===== src/design/core_pkg.sv =====
// shared constants and carrier types for the fetch/execute core
package core_pkg;
	// widths
	localparam int INSTR_W = 14;
	localparam int PC_W = 13;
	localparam int DATA_W = 8;
	localparam int DADDR_W = 8;
	localparam int PHASE_CNT = 4;
	// program space sizes, per variant
	localparam logic [PC_W-1:0] PROG_MASK_SMALL = 13'h01ff;
	localparam logic [PC_W-1:0] PROG_MASK_LARGE = 13'h07ff;
	localparam logic [PC_W-1:0] RESET_VECTOR = 13'h0000;
	localparam logic [PC_W-1:0] INT_VECTOR = 13'h0004;
	// register offsets (bank 0 or bank 1 address; mirrored ones also at +80h)
	localparam logic [DADDR_W-1:0] ADDR_INDIRECT = 8'h00;
	localparam logic [DADDR_W-1:0] ADDR_TIMER = 8'h01;
	localparam logic [DADDR_W-1:0] ADDR_PCL = 8'h02;
	localparam logic [DADDR_W-1:0] ADDR_FLAGS = 8'h03;
	localparam logic [DADDR_W-1:0] ADDR_POINTER = 8'h04;
	localparam logic [DADDR_W-1:0] ADDR_PIN_A = 8'h05;
	localparam logic [DADDR_W-1:0] ADDR_PIN_B = 8'h06;
	localparam logic [DADDR_W-1:0] ADDR_PCH_LATCH = 8'h0a;
	localparam logic [DADDR_W-1:0] ADDR_INT_CTRL = 8'h0b;
	localparam logic [DADDR_W-1:0] ADDR_PRESCALER = 8'h81;
	localparam logic [DADDR_W-1:0] ADDR_DIR_A = 8'h85;
	localparam logic [DADDR_W-1:0] ADDR_DIR_B = 8'h86;
	localparam logic [DADDR_W-1:0] ADDR_POWER = 8'h8e;
	localparam logic [DADDR_W-1:0] BANK_STRIDE = 8'h80;
	// regions
	localparam logic [6:0] SFR_TOP = 7'h1f;
	localparam logic [DADDR_W-1:0] GPR0_LO = 8'h20;
	localparam logic [DADDR_W-1:0] GPR0_HI_SMALL = 8'h6f;
	localparam logic [DADDR_W-1:0] GPR0_HI_LARGE = 8'h7f;
	localparam logic [DADDR_W-1:0] GPR1_LO = 8'ha0;
	localparam logic [DADDR_W-1:0] GPR1_HI = 8'hbf;
	// flag register fields
	localparam int FLAG_CARRY = 0;
	localparam int FLAG_HALF = 1;
	localparam int FLAG_ZERO = 2;
	localparam int FLAG_BANK = 5;
	// reset values
	localparam logic [DATA_W-1:0] FLAGS_RST = 8'h18;
	localparam logic [DATA_W-1:0] PRESCALER_RST = 8'hff;
	localparam logic [DATA_W-1:0] DIR_RST = 8'hff;
	localparam logic [DATA_W-1:0] ZERO_BYTE = 8'h00;
	// one-hot phase codes
	typedef enum logic [3:0] {
		PH_FIRST = 4'b0001,
		PH_SECOND = 4'b0010,
		PH_THIRD = 4'b0100,
		PH_FOURTH = 4'b1000
	} phase_t;
	// alu operation select
	typedef enum logic [3:0] {
		ALU_PASS_B = 4'h0, ALU_ADD = 4'h1, ALU_SUB = 4'h2, ALU_AND = 4'h3,
		ALU_OR = 4'h4, ALU_XOR = 4'h5, ALU_RL = 4'h6, ALU_RR = 4'h7,
		ALU_COM = 4'h8, ALU_INC = 4'h9, ALU_DEC = 4'ha, ALU_SWAP = 4'hb,
		ALU_CLR = 4'hc, ALU_PASS_A = 4'hd
	} alu_op_t;
	// decoded instruction
	typedef struct packed {
		alu_op_t op;
		logic use_lit;
		logic dest_file;
		logic wr_en;
		logic set_c;
		logic set_dc;
		logic set_z;
		logic jump;
		logic call;
		logic ret;
		logic [DATA_W-1:0] lit;
		logic [6:0] faddr;
		logic [2:0] bit_no;
		logic bit_op;
		logic bit_val;
	} decode_t;
	// program memory fetch request
	typedef struct packed {
		logic rd;
		logic [PC_W-1:0] addr;
	} prog_req_t;
endpackage


===== src/design/risc_core.sv =====
// fetch/execute core, phase sequencer, alu and banked data memory map
`timescale 1ns/1ps
`default_nettype none
module risc_core
	import core_pkg::*;
#(
	parameter bit LARGE_VARIANT = 1'b1
) (
	input wire logic clk,
	input wire logic resetn,
	output core_pkg::prog_req_t prog_req,
	input wire logic [core_pkg::INSTR_W-1:0] prog_data,
	input wire logic irq,
	output logic [core_pkg::DATA_W-1:0] accum_out,
	output logic [core_pkg::DATA_W-1:0] flags_out,
	output logic [core_pkg::PC_W-1:0] pc_out,
	output logic [core_pkg::DATA_W-1:0] pin_a_out,
	output logic [core_pkg::DATA_W-1:0] pin_b_out,
	output logic [core_pkg::DATA_W-1:0] dir_a_out,
	output logic [core_pkg::DATA_W-1:0] dir_b_out,
	output logic [core_pkg::DATA_W-1:0] prescaler_out,
	output logic [core_pkg::DATA_W-1:0] timer_out,
	output logic phase_fourth
);
	import core_pkg::*;

	// program address wrap for the chosen variant
	localparam logic [PC_W-1:0] PROG_MASK = LARGE_VARIANT ? PROG_MASK_LARGE : PROG_MASK_SMALL;
	localparam int STACK_D = 8;

	phase_t phase_reg; // current quarter of the instruction cycle
	logic [PC_W-1:0] pc_reg; // fetch address
	logic [INSTR_W-1:0] instr_latch; // instruction under execution
	logic exec_valid_reg; // low while a flushed slot passes
	logic [INSTR_W-1:0] fetch_reg; // word captured during fetch
	logic [DATA_W-1:0] accum_reg; // working accumulator, no address
	logic [DATA_W-1:0] flags_reg;
	logic [DATA_W-1:0] pointer_reg;
	logic [DATA_W-1:0] pch_latch_reg;
	logic [DATA_W-1:0] int_ctrl_reg;
	logic [DATA_W-1:0] timer_reg, pin_a_reg, pin_b_reg, dir_a_reg, dir_b_reg, prescaler_reg, power_reg;
	logic [DATA_W-1:0] general_ram [0:255]; // indexed by full bank address
	logic [DATA_W-1:0] operand_reg; // captured in second phase
	logic [PC_W-1:0] stack [0:STACK_D-1];
	logic [2:0] sp_reg;
	logic irq_s1, irq_s2, irq_s3; // pin synchroniser
	logic irq_pend_reg;

	decode_t dec;
	logic [DADDR_W-1:0] eff_addr; // bank/indirect resolved address
	logic [DATA_W-1:0] rd_data;
	logic [DATA_W-1:0] alu_a, alu_b, alu_y;
	logic alu_c, alu_dc;
	logic [DATA_W-1:0] bit_res;
	logic [DATA_W-1:0] result;
	logic do_write_file;
	logic take_branch;
	logic [PC_W-1:0] branch_target;
	logic [PC_W-1:0] link_addr; // word behind the one executing; pc runs one ahead of it

	// fold mirrored core registers onto their bank 0 address
	function automatic logic [DADDR_W-1:0] fold(input logic [DADDR_W-1:0] a);
		logic [DADDR_W-1:0] lo;
		lo = {1'b0, a[6:0]};
		if (lo == ADDR_INDIRECT || lo == ADDR_PCL || lo == ADDR_FLAGS || lo == ADDR_POINTER ||
			lo == ADDR_PCH_LATCH || lo == ADDR_INT_CTRL) begin
			fold = lo;
		end else begin
			fold = a;
		end
	endfunction

	// true where general ram is built
	function automatic logic is_ram(input logic [DADDR_W-1:0] a);
		if (a >= GPR0_LO && a <= (LARGE_VARIANT ? GPR0_HI_LARGE : GPR0_HI_SMALL)) begin
			is_ram = 1'b1;
		end else begin
			is_ram = LARGE_VARIANT && a >= GPR1_LO && a <= GPR1_HI;
		end
	endfunction

	// instruction decode: 14-bit word in, control bundle out
	always_comb begin
		logic [13:0] w;
		w = instr_latch;
		dec = '0;
		dec.faddr = w[6:0];
		dec.dest_file = w[7];
		dec.lit = w[7:0];
		dec.bit_no = w[9:7];
		unique case (w[13:12])
			2'b00: begin // byte file ops, accumulator with file
				dec.wr_en = 1'b1;
				dec.set_z = 1'b1;
				unique case (w[11:8])
					4'h0: begin // move accum to file or nop
						dec.op = ALU_PASS_A;
						dec.dest_file = 1'b1;
						dec.wr_en = w[7];
						dec.set_z = 1'b0;
						if (w == 14'h0008) begin
							dec.ret = 1'b1; // plain return
							dec.wr_en = 1'b0;
						end
					end
					4'h1: dec.op = ALU_CLR;
					4'h2: begin dec.op = ALU_SUB; dec.set_c = 1'b1; dec.set_dc = 1'b1; end
					4'h3: dec.op = ALU_DEC;
					4'h4: dec.op = ALU_OR;
					4'h5: dec.op = ALU_AND;
					4'h6: dec.op = ALU_XOR;
					4'h7: begin dec.op = ALU_ADD; dec.set_c = 1'b1; dec.set_dc = 1'b1; end
					4'h8: dec.op = ALU_PASS_B;
					4'h9: dec.op = ALU_COM;
					4'ha: dec.op = ALU_INC;
					4'hb: begin dec.op = ALU_DEC; dec.set_z = 1'b0; end
					4'hc: begin dec.op = ALU_RR; dec.set_z = 1'b0; dec.set_c = 1'b1; end
					4'hd: begin dec.op = ALU_RL; dec.set_z = 1'b0; dec.set_c = 1'b1; end
					4'he: begin dec.op = ALU_SWAP; dec.set_z = 1'b0; end
					4'hf: begin dec.op = ALU_INC; dec.set_z = 1'b0; end
				endcase
			end
			2'b01: begin // bit clear/set on a file register
				dec.bit_op = 1'b1;
				dec.bit_val = w[10];
				dec.dest_file = 1'b1;
				dec.wr_en = ~w[11];
				dec.op = ALU_PASS_B;
			end
			2'b10: begin // call or jump
				dec.jump = 1'b1;
				dec.call = ~w[11];
			end
			2'b11: begin // literal ops into the accumulator
				dec.use_lit = 1'b1;
				dec.dest_file = 1'b0;
				dec.wr_en = 1'b1;
				dec.set_z = 1'b1;
				unique casez (w[11:8])
					4'b00??: begin dec.op = ALU_PASS_B; dec.set_z = 1'b0; end
					4'b01??: begin dec.op = ALU_PASS_B; dec.set_z = 1'b0; dec.ret = 1'b1; end
					4'b1000: dec.op = ALU_OR;
					4'b1001: dec.op = ALU_AND;
					4'b1010: dec.op = ALU_XOR;
					4'b110?: begin dec.op = ALU_SUB; dec.set_c = 1'b1; dec.set_dc = 1'b1; end
					4'b1011, 4'b111?: begin dec.op = ALU_ADD; dec.set_c = 1'b1; dec.set_dc = 1'b1; end
				endcase
			end
		endcase
	end

	// address resolution: bank bit, indirect redirect, mirrors
	always_comb begin
		logic [DADDR_W-1:0] raw;
		raw = {flags_reg[FLAG_BANK], dec.faddr};
		if (dec.faddr == ADDR_INDIRECT[6:0]) begin
			raw = pointer_reg;
		end
		eff_addr = fold(raw);
	end

	// data read mux; the accumulator has no address here
	always_comb begin
		rd_data = ZERO_BYTE;
		if (eff_addr[6:0] <= SFR_TOP) begin
			unique case (eff_addr)
				ADDR_TIMER: rd_data = timer_reg;
				ADDR_PCL: rd_data = link_addr[7:0];
				ADDR_FLAGS: rd_data = flags_reg;
				ADDR_POINTER: rd_data = pointer_reg;
				ADDR_PIN_A: rd_data = pin_a_reg;
				ADDR_PIN_B: rd_data = pin_b_reg;
				ADDR_PCH_LATCH: rd_data = pch_latch_reg;
				ADDR_INT_CTRL: rd_data = int_ctrl_reg;
				ADDR_PRESCALER: rd_data = prescaler_reg;
				ADDR_DIR_A: rd_data = dir_a_reg;
				ADDR_DIR_B: rd_data = dir_b_reg;
				ADDR_POWER: rd_data = power_reg;
				default: rd_data = ZERO_BYTE;
			endcase
		end else if (is_ram(eff_addr)) begin
			rd_data = general_ram[eff_addr];
		end
	end

	// alu, two's complement; carry acts as not-borrow on subtract
	always_comb begin
		logic [DATA_W:0] sum;
		logic [4:0] nib;
		alu_a = accum_reg;
		alu_b = dec.use_lit ? dec.lit : operand_reg;
		sum = '0;
		nib = '0;
		alu_c = flags_reg[FLAG_CARRY];
		alu_dc = flags_reg[FLAG_HALF];
		unique case (dec.op)
			ALU_ADD: begin
				sum = {1'b0, alu_b} + {1'b0, alu_a};
				nib = {1'b0, alu_b[3:0]} + {1'b0, alu_a[3:0]};
				alu_y = sum[7:0];
				alu_c = sum[8];
				alu_dc = nib[4];
			end
			ALU_SUB: begin // b minus accumulator
				sum = {1'b0, alu_b} + {1'b0, ~alu_a} + 9'h001;
				nib = {1'b0, alu_b[3:0]} + {1'b0, ~alu_a[3:0]} + 5'h01;
				alu_y = sum[7:0];
				alu_c = sum[8];
				alu_dc = nib[4];
			end
			ALU_AND: alu_y = alu_a & alu_b;
			ALU_OR: alu_y = alu_a | alu_b;
			ALU_XOR: alu_y = alu_a ^ alu_b;
			ALU_RL: begin alu_y = {alu_b[6:0], flags_reg[FLAG_CARRY]}; alu_c = alu_b[7]; end
			ALU_RR: begin alu_y = {flags_reg[FLAG_CARRY], alu_b[7:1]}; alu_c = alu_b[0]; end
			ALU_COM: alu_y = ~alu_b;
			ALU_INC: alu_y = alu_b + 8'h01;
			ALU_DEC: alu_y = alu_b - 8'h01;
			ALU_SWAP: alu_y = {alu_b[3:0], alu_b[7:4]};
			ALU_CLR: alu_y = ZERO_BYTE;
			ALU_PASS_A: alu_y = alu_a;
			default: alu_y = alu_b;
		endcase
	end

	// single bit modify on the operand read back
	always_comb begin
		bit_res = operand_reg;
		bit_res[dec.bit_no] = dec.bit_val;
		result = dec.bit_op ? bit_res : alu_y;
		do_write_file = exec_valid_reg && dec.wr_en && dec.dest_file;
	end

	// branch decision and target; page bits from the high latch
	always_comb begin
		// pc has already stepped past the fetched word, so step back one
		link_addr = (pc_reg - 13'd1) & PROG_MASK;
		take_branch = exec_valid_reg && (dec.jump || dec.ret ||
			(do_write_file && eff_addr == ADDR_PCL));
		if (dec.jump) begin
			branch_target = {pch_latch_reg[4:3], instr_latch[10:0]};
		end else if (dec.ret) begin
			branch_target = stack[sp_reg - 3'd1];
		end else begin
			branch_target = {pch_latch_reg[4:0], result};
		end
	end

	// phase ring: four quarters per instruction cycle
	always_ff @(posedge clk or negedge resetn) begin
		if (!resetn) begin
			phase_reg <= PH_FOURTH;
		end else begin
			unique case (phase_reg)
				PH_FIRST: phase_reg <= PH_SECOND;
				PH_SECOND: phase_reg <= PH_THIRD;
				PH_THIRD: phase_reg <= PH_FOURTH;
				PH_FOURTH: phase_reg <= PH_FIRST;
			endcase
		end
	end

	// irq pin: three flops, a high level counts when last two are both high
	always_ff @(posedge clk or negedge resetn) begin
		if (!resetn) begin
			irq_s1 <= 1'b0;
			irq_s2 <= 1'b0;
			irq_s3 <= 1'b0;
			irq_pend_reg <= 1'b0;
		end else begin
			irq_s1 <= irq;
			irq_s2 <= irq_s1;
			irq_s3 <= irq_s2;
			if (irq_s2 && irq_s3 && int_ctrl_reg[7]) begin
				irq_pend_reg <= 1'b1;
			end else if (phase_reg == PH_FOURTH && irq_pend_reg && !take_branch) begin
				irq_pend_reg <= 1'b0;
			end
		end
	end

	// fetch: pc steps in first phase, word latched in fourth
	always_ff @(posedge clk or negedge resetn) begin
		if (!resetn) begin
			pc_reg <= RESET_VECTOR;
			fetch_reg <= '0;
			instr_latch <= '0;
			exec_valid_reg <= 1'b0;
			sp_reg <= '0;
		end else begin
			if (phase_reg == PH_FIRST) begin
				pc_reg <= (pc_reg + 13'd1) & PROG_MASK;
			end
			if (phase_reg == PH_SECOND) begin
				fetch_reg <= prog_data;
			end
			if (phase_reg == PH_FOURTH) begin
				instr_latch <= fetch_reg;
				exec_valid_reg <= 1'b1;
				if (take_branch) begin
					pc_reg <= branch_target & PROG_MASK;
					exec_valid_reg <= 1'b0;
					if (dec.call) begin
						stack[sp_reg] <= link_addr; // return lands on the flushed word
						sp_reg <= sp_reg + 3'd1;
					end else if (dec.ret) begin
						sp_reg <= sp_reg - 3'd1;
					end
				end else if (irq_pend_reg) begin
					stack[sp_reg] <= link_addr; // flushed word runs after the handler
					sp_reg <= sp_reg + 3'd1;
					pc_reg <= INT_VECTOR;
					exec_valid_reg <= 1'b0;
				end
			end
		end
	end

	// operand read in the second phase
	always_ff @(posedge clk or negedge resetn) begin
		if (!resetn) begin
			operand_reg <= ZERO_BYTE;
		end else if (phase_reg == PH_SECOND) begin
			operand_reg <= rd_data;
		end
	end

	// accumulator and flags written in the fourth phase
	always_ff @(posedge clk or negedge resetn) begin
		if (!resetn) begin
			accum_reg <= ZERO_BYTE;
			flags_reg <= FLAGS_RST;
		end else if (phase_reg == PH_FOURTH && exec_valid_reg) begin
			if (dec.wr_en && !dec.dest_file) begin
				accum_reg <= result;
			end
			if (do_write_file && eff_addr == ADDR_FLAGS) begin
				flags_reg <= result;
			end
			if (dec.set_c) begin
				flags_reg[FLAG_CARRY] <= alu_c;
			end
			if (dec.set_dc) begin
				flags_reg[FLAG_HALF] <= alu_dc;
			end
			if (dec.set_z) begin
				flags_reg[FLAG_ZERO] <= (result == ZERO_BYTE);
			end
		end
	end

	// special register and ram writes in the fourth phase
	always_ff @(posedge clk or negedge resetn) begin
		if (!resetn) begin
			pointer_reg <= ZERO_BYTE;
			pch_latch_reg <= ZERO_BYTE;
			int_ctrl_reg <= ZERO_BYTE;
			timer_reg <= ZERO_BYTE;
			pin_a_reg <= ZERO_BYTE;
			pin_b_reg <= ZERO_BYTE;
			dir_a_reg <= DIR_RST;
			dir_b_reg <= DIR_RST;
			prescaler_reg <= PRESCALER_RST;
			power_reg <= ZERO_BYTE;
		end else if (phase_reg == PH_FOURTH && do_write_file) begin
			unique case (eff_addr)
				ADDR_POINTER: pointer_reg <= result;
				ADDR_PCH_LATCH: pch_latch_reg <= result;
				ADDR_INT_CTRL: int_ctrl_reg <= result;
				ADDR_TIMER: timer_reg <= result;
				ADDR_PIN_A: pin_a_reg <= result;
				ADDR_PIN_B: pin_b_reg <= result;
				ADDR_DIR_A: dir_a_reg <= result;
				ADDR_DIR_B: dir_b_reg <= result;
				ADDR_PRESCALER: prescaler_reg <= result;
				ADDR_POWER: power_reg <= result;
				default: begin
					if (is_ram(eff_addr)) begin
						general_ram[eff_addr] <= result;
					end
				end
			endcase
		end
	end

	// outputs registered
	always_ff @(posedge clk or negedge resetn) begin
		if (!resetn) begin
			prog_req <= '0;
			accum_out <= ZERO_BYTE;
			flags_out <= FLAGS_RST;
			pc_out <= RESET_VECTOR;
			pin_a_out <= ZERO_BYTE;
			pin_b_out <= ZERO_BYTE;
			dir_a_out <= DIR_RST;
			dir_b_out <= DIR_RST;
			prescaler_out <= PRESCALER_RST;
			timer_out <= ZERO_BYTE;
			phase_fourth <= 1'b0;
		end else begin
			prog_req.rd <= (phase_reg == PH_FIRST);
			// taken once per cycle so the address stands until the next fetch
			if (phase_reg == PH_FIRST) begin
				prog_req.addr <= pc_reg;
			end
			accum_out <= accum_reg;
			flags_out <= flags_reg;
			pc_out <= pc_reg;
			pin_a_out <= pin_a_reg;
			pin_b_out <= pin_b_reg;
			dir_a_out <= dir_a_reg;
			dir_b_out <= dir_b_reg;
			prescaler_out <= prescaler_reg;
			timer_out <= timer_reg;
			phase_fourth <= (phase_reg == PH_THIRD);
		end
	end
endmodule
`default_nettype wire


===== config.mk =====
export PLATFORM = sky130hd
export DESIGN_NAME = risc_core
export DESIGN_NICKNAME = d
export VERILOG_FILES = /design/src/design/core_pkg.sv /design/src/design/risc_core.sv
export SDC_FILE = /design/constraint.sdc
export NUM_CORES = 2
export LEC_CHECK = 0
export BUFFER_PORTS_ARGS = -buffer_cell sky130_fd_sc_hd__clkbuf_2
export CAP_MARGIN = 30
export CORE_MARGIN = 8
export CORE_UTILIZATION = 30
export CTS_BUF_LIST = sky130_fd_sc_hd__clkbuf_8
export CTS_CLUSTER_DIAMETER = 40
export DETAILED_ROUTE_END_ITERATION = 10
export PLACE_DENSITY = 0.42
export SYNTH_ARGS = -nofsm -noshare
export SYNTH_HDL_FRONTEND = slang
export SYNTH_SLANG_ARGS = --single-unit

===== constraint.sdc =====
create_clock -name clk -period 8.59 [get_ports clk]
set_input_delay 0.4295 -clock clk [delete_from_list [all_inputs] [get_ports clk]]
set_output_delay 0.4295 -clock clk [all_outputs]
set_load 0.01 [all_outputs]

=== Word level (Yosys, flattened, before mapping) ===
Memories as Yosys holds them, arrays and structs flattened.
Index checks and enable logic that the tools add are counted.
W data, S select, Z words.

* Output and inout bits: 92
* Memories kept: 2
* Bits of input ports: 17
* Logic and storage cells: 257
* Register bits: 249
* Memory bits (writable): 2136

{| class="wikitable"
|+ Memory list
! memory !! words !! bits a word !! read ports !! clocked after memory_dff !! wr ports !! line !! text
|-
| general_ram || 256 || 8 || 1 || 0 || 1 || risc_core.sv:42 || <nowiki>logic [DATA_W-1:0] general_ram [0:255];</nowiki>
|-
| stack || 8 || 11 || 1 || 0 || 1 || risc_core.sv:44 || <nowiki>logic [PC_W-1:0] stack [0:STACK_D-1];</nowiki>
|}

* Magnitude comparators: 7
* Eq/ne operators: 59
* Bitwise logic cells: 8
* Add/subtract/negate cells: 12
* Reduce and logical (&&, ||, !) cells: 63
* Muxes and demuxes: 68

{| class="wikitable"
|+ Operators by type and width
! cell !! number
|-
| $pmux W8 S13 || 1
|-
| $pmux W8 S12 || 1
|-
| $eq A4 B4 Y1 const B || 15
|-
| $pmux W4 S14 || 1
|-
| $mux W13 || 4
|-
| $mux W8 || 6
|-
| $eq A4 B3 Y1 const B || 9
|-
| $mux W1 || 33
|-
| $mux W11 || 3
|-
| $eq A8 B8 Y1 const B || 4
|-
| $reduce_and A2 Y1 || 13
|-
| $eq A8 B3 Y1 const B || 3
|-
| $pmux W4 S6 || 1
|-
| $eq A4 B2 Y1 const B || 5
|-
| $add A8 B8 Y9 || 2
|-
| $logic_and A1 B1 Y1 || 18
|-
| $eq A8 B2 Y1 const B || 2
|-
| $eq A8 B4 Y1 const B || 2
|-
| $not A8 Y8 || 2
|-
| $pmux W4 S4 || 1
|-
| $mux W3 || 5
|-
| $eq A14 B4 Y1 const B || 1
|-
| $eq A7 B2 Y1 const B || 2
|-
| $eq A7 B4 Y1 const B || 2
|-
| 52 further kinds || 81
|}

=== Logic depth before layout (Yosys ltp) ===
* Depth in word-level cells: 19
* Gate-level depth with buffers: 20
* Mapped depth without buffers: 18

=== Least setup slack after synthesis ===
No wires, ideal clock.

* Path kind: register -> register
* Start: register instr_latch[12]
* End: memory general_ram[0][6] (data pin)
* Required time: 7755 ps
* Buffers on the path: 3
* Period minus slack after synthesis: 7259 ps
* Data arrival time: 6424 ps
* Library setup time: 835 ps
* Stages on the path, launching flop included: 18
* Setup slack: 1331 ps
* Cell sequence: dfrtp_1 > inv_1 > ha_1 > buf_2 > and3b_1 > clkbuf_1 > a21oi_1 > nand3_1 > nor2_1 > ha_1 > a21oi_1 > a21boi_0 > o21ai_0 > and3_1 > o2111ai_1 > nand4_1 > o31a_1 > clkbuf_1

* Longest elaborated chain between the ends: 7
* Elaborated cells on any way between the ends: 32
* Those cells by class: 5 x add/sub; 15 x eq/ne; 7 x mux; 4 x bitwise; 1 x reduce/logical

{| class="wikitable"
|+ Ends and longest elaborated chain
! element !! line !! text
|-
| start, declared || risc_core.sv:33 || <nowiki>logic [INSTR_W-1:0] instr_latch;</nowiki>
|-
| start signal, assigned || risc_core.sv:298 || <nowiki>instr_latch <= fetch_reg;</nowiki>
|-
| $eq A2 B2 Y1 || risc_core.sv:91 || <nowiki>unique case (w[13:12])</nowiki>
|-
| $mux W1 || risc_core.sv:91 ||
|-
| $mux W8 || risc_core.sv:191 || <nowiki>alu_b = dec.use_lit ? dec.lit : operand_reg;</nowiki>
|-
| $add A8 B8 Y9 || risc_core.sv:205 || <nowiki>sum = {1'b0, alu_b} + {1'b0, ~alu_a} + 9'h001;</nowiki>
|-
| $add A9 B1 Y9 || risc_core.sv:205 ||
|-
| $pmux W8 S13 || risc_core.sv:196 || <nowiki>unique case (dec.op)</nowiki>
|-
| $mux W8 (*) || risc_core.sv:230 || <nowiki>result = dec.bit_op ? bit_res : alu_y;</nowiki>
|-
| net result[6] || risc_core.sv:55 || <nowiki>logic [DATA_W-1:0] result;</nowiki>
|-
| end, declared || risc_core.sv:42 ||
|}

Mark *: on every way through the listed nets, which the timed path passes. The rest lies on a longest branch.

=== Final worst setup path ===
* Start: register instr_latch[2]
* End: register operand_reg[2]

* Longest elaborated chain between the ends: 15
* Elaborated cells on any way between the ends: 39
* Those cells by class: 5 x order compare; 17 x eq/ne; 7 x mux; 9 x reduce/logical; 1 x memory

{| class="wikitable"
|+ Ends and longest elaborated chain
! element !! line !! text
|-
| $logic_not A7 Y1 || risc_core.sv:156 || <nowiki>if (dec.faddr == ADDR_INDIRECT[6:0]) begin</nowiki>
|-
| $mux W8 (*) || risc_core.sv:156 ||
|-
| $eq A7 B2 Y1 or $logic_not A7 Y1 (tied branches) || risc_core.sv:65 || <nowiki>if (lo == ADDR_INDIRECT || lo == ADDR_PCL || lo == ADDR_FLAGS || lo == ADDR_POINTER ||</nowiki>
|-
| $logic_or A1 B1 Y1 (4 in a row) || risc_core.sv:65 ||
|-
| $logic_or A1 B1 Y1 || risc_core.sv:66 || <nowiki>lo == ADDR_PCH_LATCH || lo == ADDR_INT_CTRL) begin</nowiki>
|-
| $mux W8 (*) || risc_core.sv:65 ||
|-
| parallel branches: the longest is 5 deep, another holds $mem_v2 Z256 W8 || -- ||
|-
| $mux W8 (*) || risc_core.sv:165 || <nowiki>if (eff_addr[6:0] <= SFR_TOP) begin</nowiki>
|-
| end signal, assigned || risc_core.sv:324 || <nowiki>operand_reg <= rd_data;</nowiki>
|-
| end, declared || risc_core.sv:43 || <nowiki>logic [DATA_W-1:0] operand_reg;</nowiki>
|}

Mark *: on every way between the ends. The select of a mux whose other input is x is not followed.
A chain may end at the register's enable or synchronous reset.

==> impl_metrics.csv <==
group,metric,value,unit
floorplanning,fp-row-count,169,
detailed_routing,postRouteAntennaNets,0,
worst_setup_path,startpoint_type,"register",
floorplanning,start_util,30.2,%
clocking,postCtsSetupBuffers,0,
sta,hold_violations,0,
finish,nets,4599,
sta,clock.fmax,151,MHz
run_status,status,"completed",
synthesis,synth-seq-cells,1633,
synthesis,yosys-top-cells-area,"edfxtp_1 (65%), dfrtp_1 (7.6%), o221ai_1 (3.6%)",
placement,port_buffers,108,
worst_setup_path,crit_path_cell_trace,"nor2_1 > nand4_1 > and2_4 > buf_4 > o221ai_1 > a22o_1 > a221oi_1 > o22ai_1 > a2111oi_0 > o311ai_0 > a31oi_1",
worst_hold_path,hold_depth,3,
synthesis,synth_area_per_cell,16.2,µm²
worst_setup_path,crit_fanout,61,
global_route,grt_pass1_vias,40267,
worst_setup_path,critPathCaptureType,"register",
synthesis,synth_ff_type,"edfxtp_1",
detailed_routing,drt_iter0_markers,3926,
finish,fill_cells,20559,
worst_setup_path,cp.required,9.51,ns
worst_setup_path,worstSetupPathType,"reg -> reg",
worst_setup_path,critPathMaxStageDelay,1.12,ns
clocking,holdBufCountCts,19,
clocking,htree_levels,5,
synthesis,ys_seq_area_share,74.6,%
synthesis,synth_top_cell_area_share,64.8,%
worst_setup_path,critPathSlowestCell,"a2111oi_0",
synthesis,syn_area,64200,µm²
power,p_total,20.0,mW
synthesis,synth_commonest_cells,"edfxtp_1 (1,384), o221ai_1 (261), o22a_1 (259), nor2_1 (250), dfrtp_1 (196)",
synthesis,synth_cell_type_count,90,
detailed_routing,vias_per_cell,5.21,
placement,dp_slack,2.21,ns
placement,dp_hpwl,122000,µm
synthesis,ys_async_sr_fraction,15.2,%
finish,largest_reg_flops,1296,
global_route,grt_usage,17.4,%
clocking,clk_latency,1.01,ns
detailed_routing,wirelength,205000,µm
floorplanning,io_pins,109,
floorplanning,die_h,479,µm
synthesis,synth-edff-count,1384,
clocking,clockRootBuffer,"clkbuf_8",
synthesis,synth_warnings,0,
detailed_routing,drc,0,
sta,rsz0062_at_grt,"no",
clocking,cts_tree,"yes",
placement,gp_congestion,0.835,
synthesis,synth_cells,3970,
power,power.leakage,26.0,nW
sta,skew,0.0857,ns
floorplanning,core,212000,µm²
flow_run,cap_violations,0,
synthesis,synth.most_common_cell,"edfxtp_1",
floorplanning,die_width,479,µm
worst_setup_path,cp.arrival,7.53,ns
global_route,gr-total-overflow,0,
clocking,clk_pin_slew,0.06,ns
global_route,grt_pass1_wl,297000,µm
clocking,cts-resized-gates,0,
sta,maxSlewHeadroom,17.6,%
detailed_routing,wl_per_cell,27.0,µm
worst_hold_path,hold_class,"in -> reg",
finish,regArea,47900,µm²
sta,finalCritPeriodShare,77.0,%
sta,slew_violations,0,
sta,fin_crit,6.61,ns
sta,worst_pin_slew,1.20,ns
clocking,clock_sinks,1633,
global_route,antenna_found_initial,11,
power,powerDensity,262,nW/µm²
floorplanning,die_area,229000,µm²
clocking,clockBufferDepth,4,
sta,setup_viol,0,
worst_setup_path,rr_worst_depth,11,
power,vdd_drop_max,0.000176,V
global_route,grt_max_degree,190,
sta,setup_ws,1.98,ns
finish,area_growth,18.8,%
clocking,cts_inserted_buffers,335,
finish,multiInputGateArea,16200,µm²
detailed_routing,vias,39617,
finish,top_register,"general_ram",
detailed_routing,first_pass_iters,6,
finish,largestRegisters,"general_ram x1296, stack x88",
sta,setup_tns,0,ns
finish,drive_gt1_share,18.9,%
synthesis,yosys.area.top_type,"edfxtp_1",
cell usage in the layout (no fill, tap or decap), drive strengths merged, types with 15 or more instances in the layout:
cell and n:
edfxtp 1384, clkbuf 458, conb 272, o221ai 261, o22a 259, nor2 251
dfrtp 196, nand2 148, a21oi 138, mux2 128, inv 126, buf 119
a22oi 102, clkinv 97, o22ai 55, o21ai 55, nor3 54, dfstp 53
a222oi 49, a22o 42, a221oi 39, ha 38, mux2i 30, nand3 29
bufinv 23, mux4 22, nand4 20, xnor2 18, dlygate4sd3 18, o31ai 17
a31oi 16, o211ai 15
final timing paths:
check | endpoint | from | slack [ns]
hold reg to reg | irq_s2 | irq_s1 | 0.36
min in group asynchronous | instr_latch[4] | resetn | 0.62
setup reg to reg | operand_reg[2] | instr_latch[2] | 1.98
setup / recovery | operand_reg[2] | instr_latch[2] | 1.98
max in group asynchronous | dir_b_out[4] | resetn | 6.56
hold / removal | fetch_reg[13] | prog_data[13] | 0.20
cell families after synthesis:
family / Yosys count / synth area share (%)
flip-flops: 1633 / 74.6
AO/OA/AOI/OAI: 1154 / 14.2
AND/OR/NAND/NOR: 606 / 4.38
buffers and inverters: 324 / 2.09
multiplexers: 180 / 3.49
adder cells (fa/ha/maj): 41 / 0.834
XOR/XNOR: 31 / 0.423
other: 1 / 0.00584
worst max-delay path, delay by kind of cell, from the launching register on:
kind | cells | cell delay [ns]
and+or+nand+nor | 3 | 1.47
DFF | 1 | 0.68
buffers and inverters | 1 | 0.74
AOI/OAI and AO/OA | 7 | 3.55
per-layer routing:
metal / global-route usage, % / routed length (µm) / share of wire [%] / up-vias
li1: - / - / - / 17222
met1: 24.4 / 92900 / 45 / 20603
met2: 27.5 / 94400 / 46 / 1426
met3: 3.75 / 13300 / 6.5 / 366
met4: 4.66 / 4870 / 2.4 / 0
met5: 0 / 0 / 0 / -
metrics by stage:
step	instances	area, µm²	hold WS (ns)	util, %
floorplan	4241	65200	0.134	-
global placement	6982	69200	0.338	32.6
detailed placement	7002	69500	0.348	32.8
CTS	7589	76100	0.0616	35.9
global route	7596	76200	0.117	35.9
finish	7599	76200	0.197	35.9
layout make-up:
type | count | area share, %
Timing Repair Buffer | 245 | 2.69
Clock inverter | 218 | 2.05
Multi-Input combinational cell | 2284 | 21.3
Clock buffer | 350 | 6.32
Inverter | 42 | 0.207
Tap cell | 2821 | 4.63
Antenna cell | 6 | 0.0197
Sequential cell | 1633 | 62.8
where the power goes:
group	switching (mW)	internal (mW)
clock	3.40	4.45
sequential	0.224	9.43
combinational	1.74	0.737
Note: power is estimated with default switching activity, not from simulation.
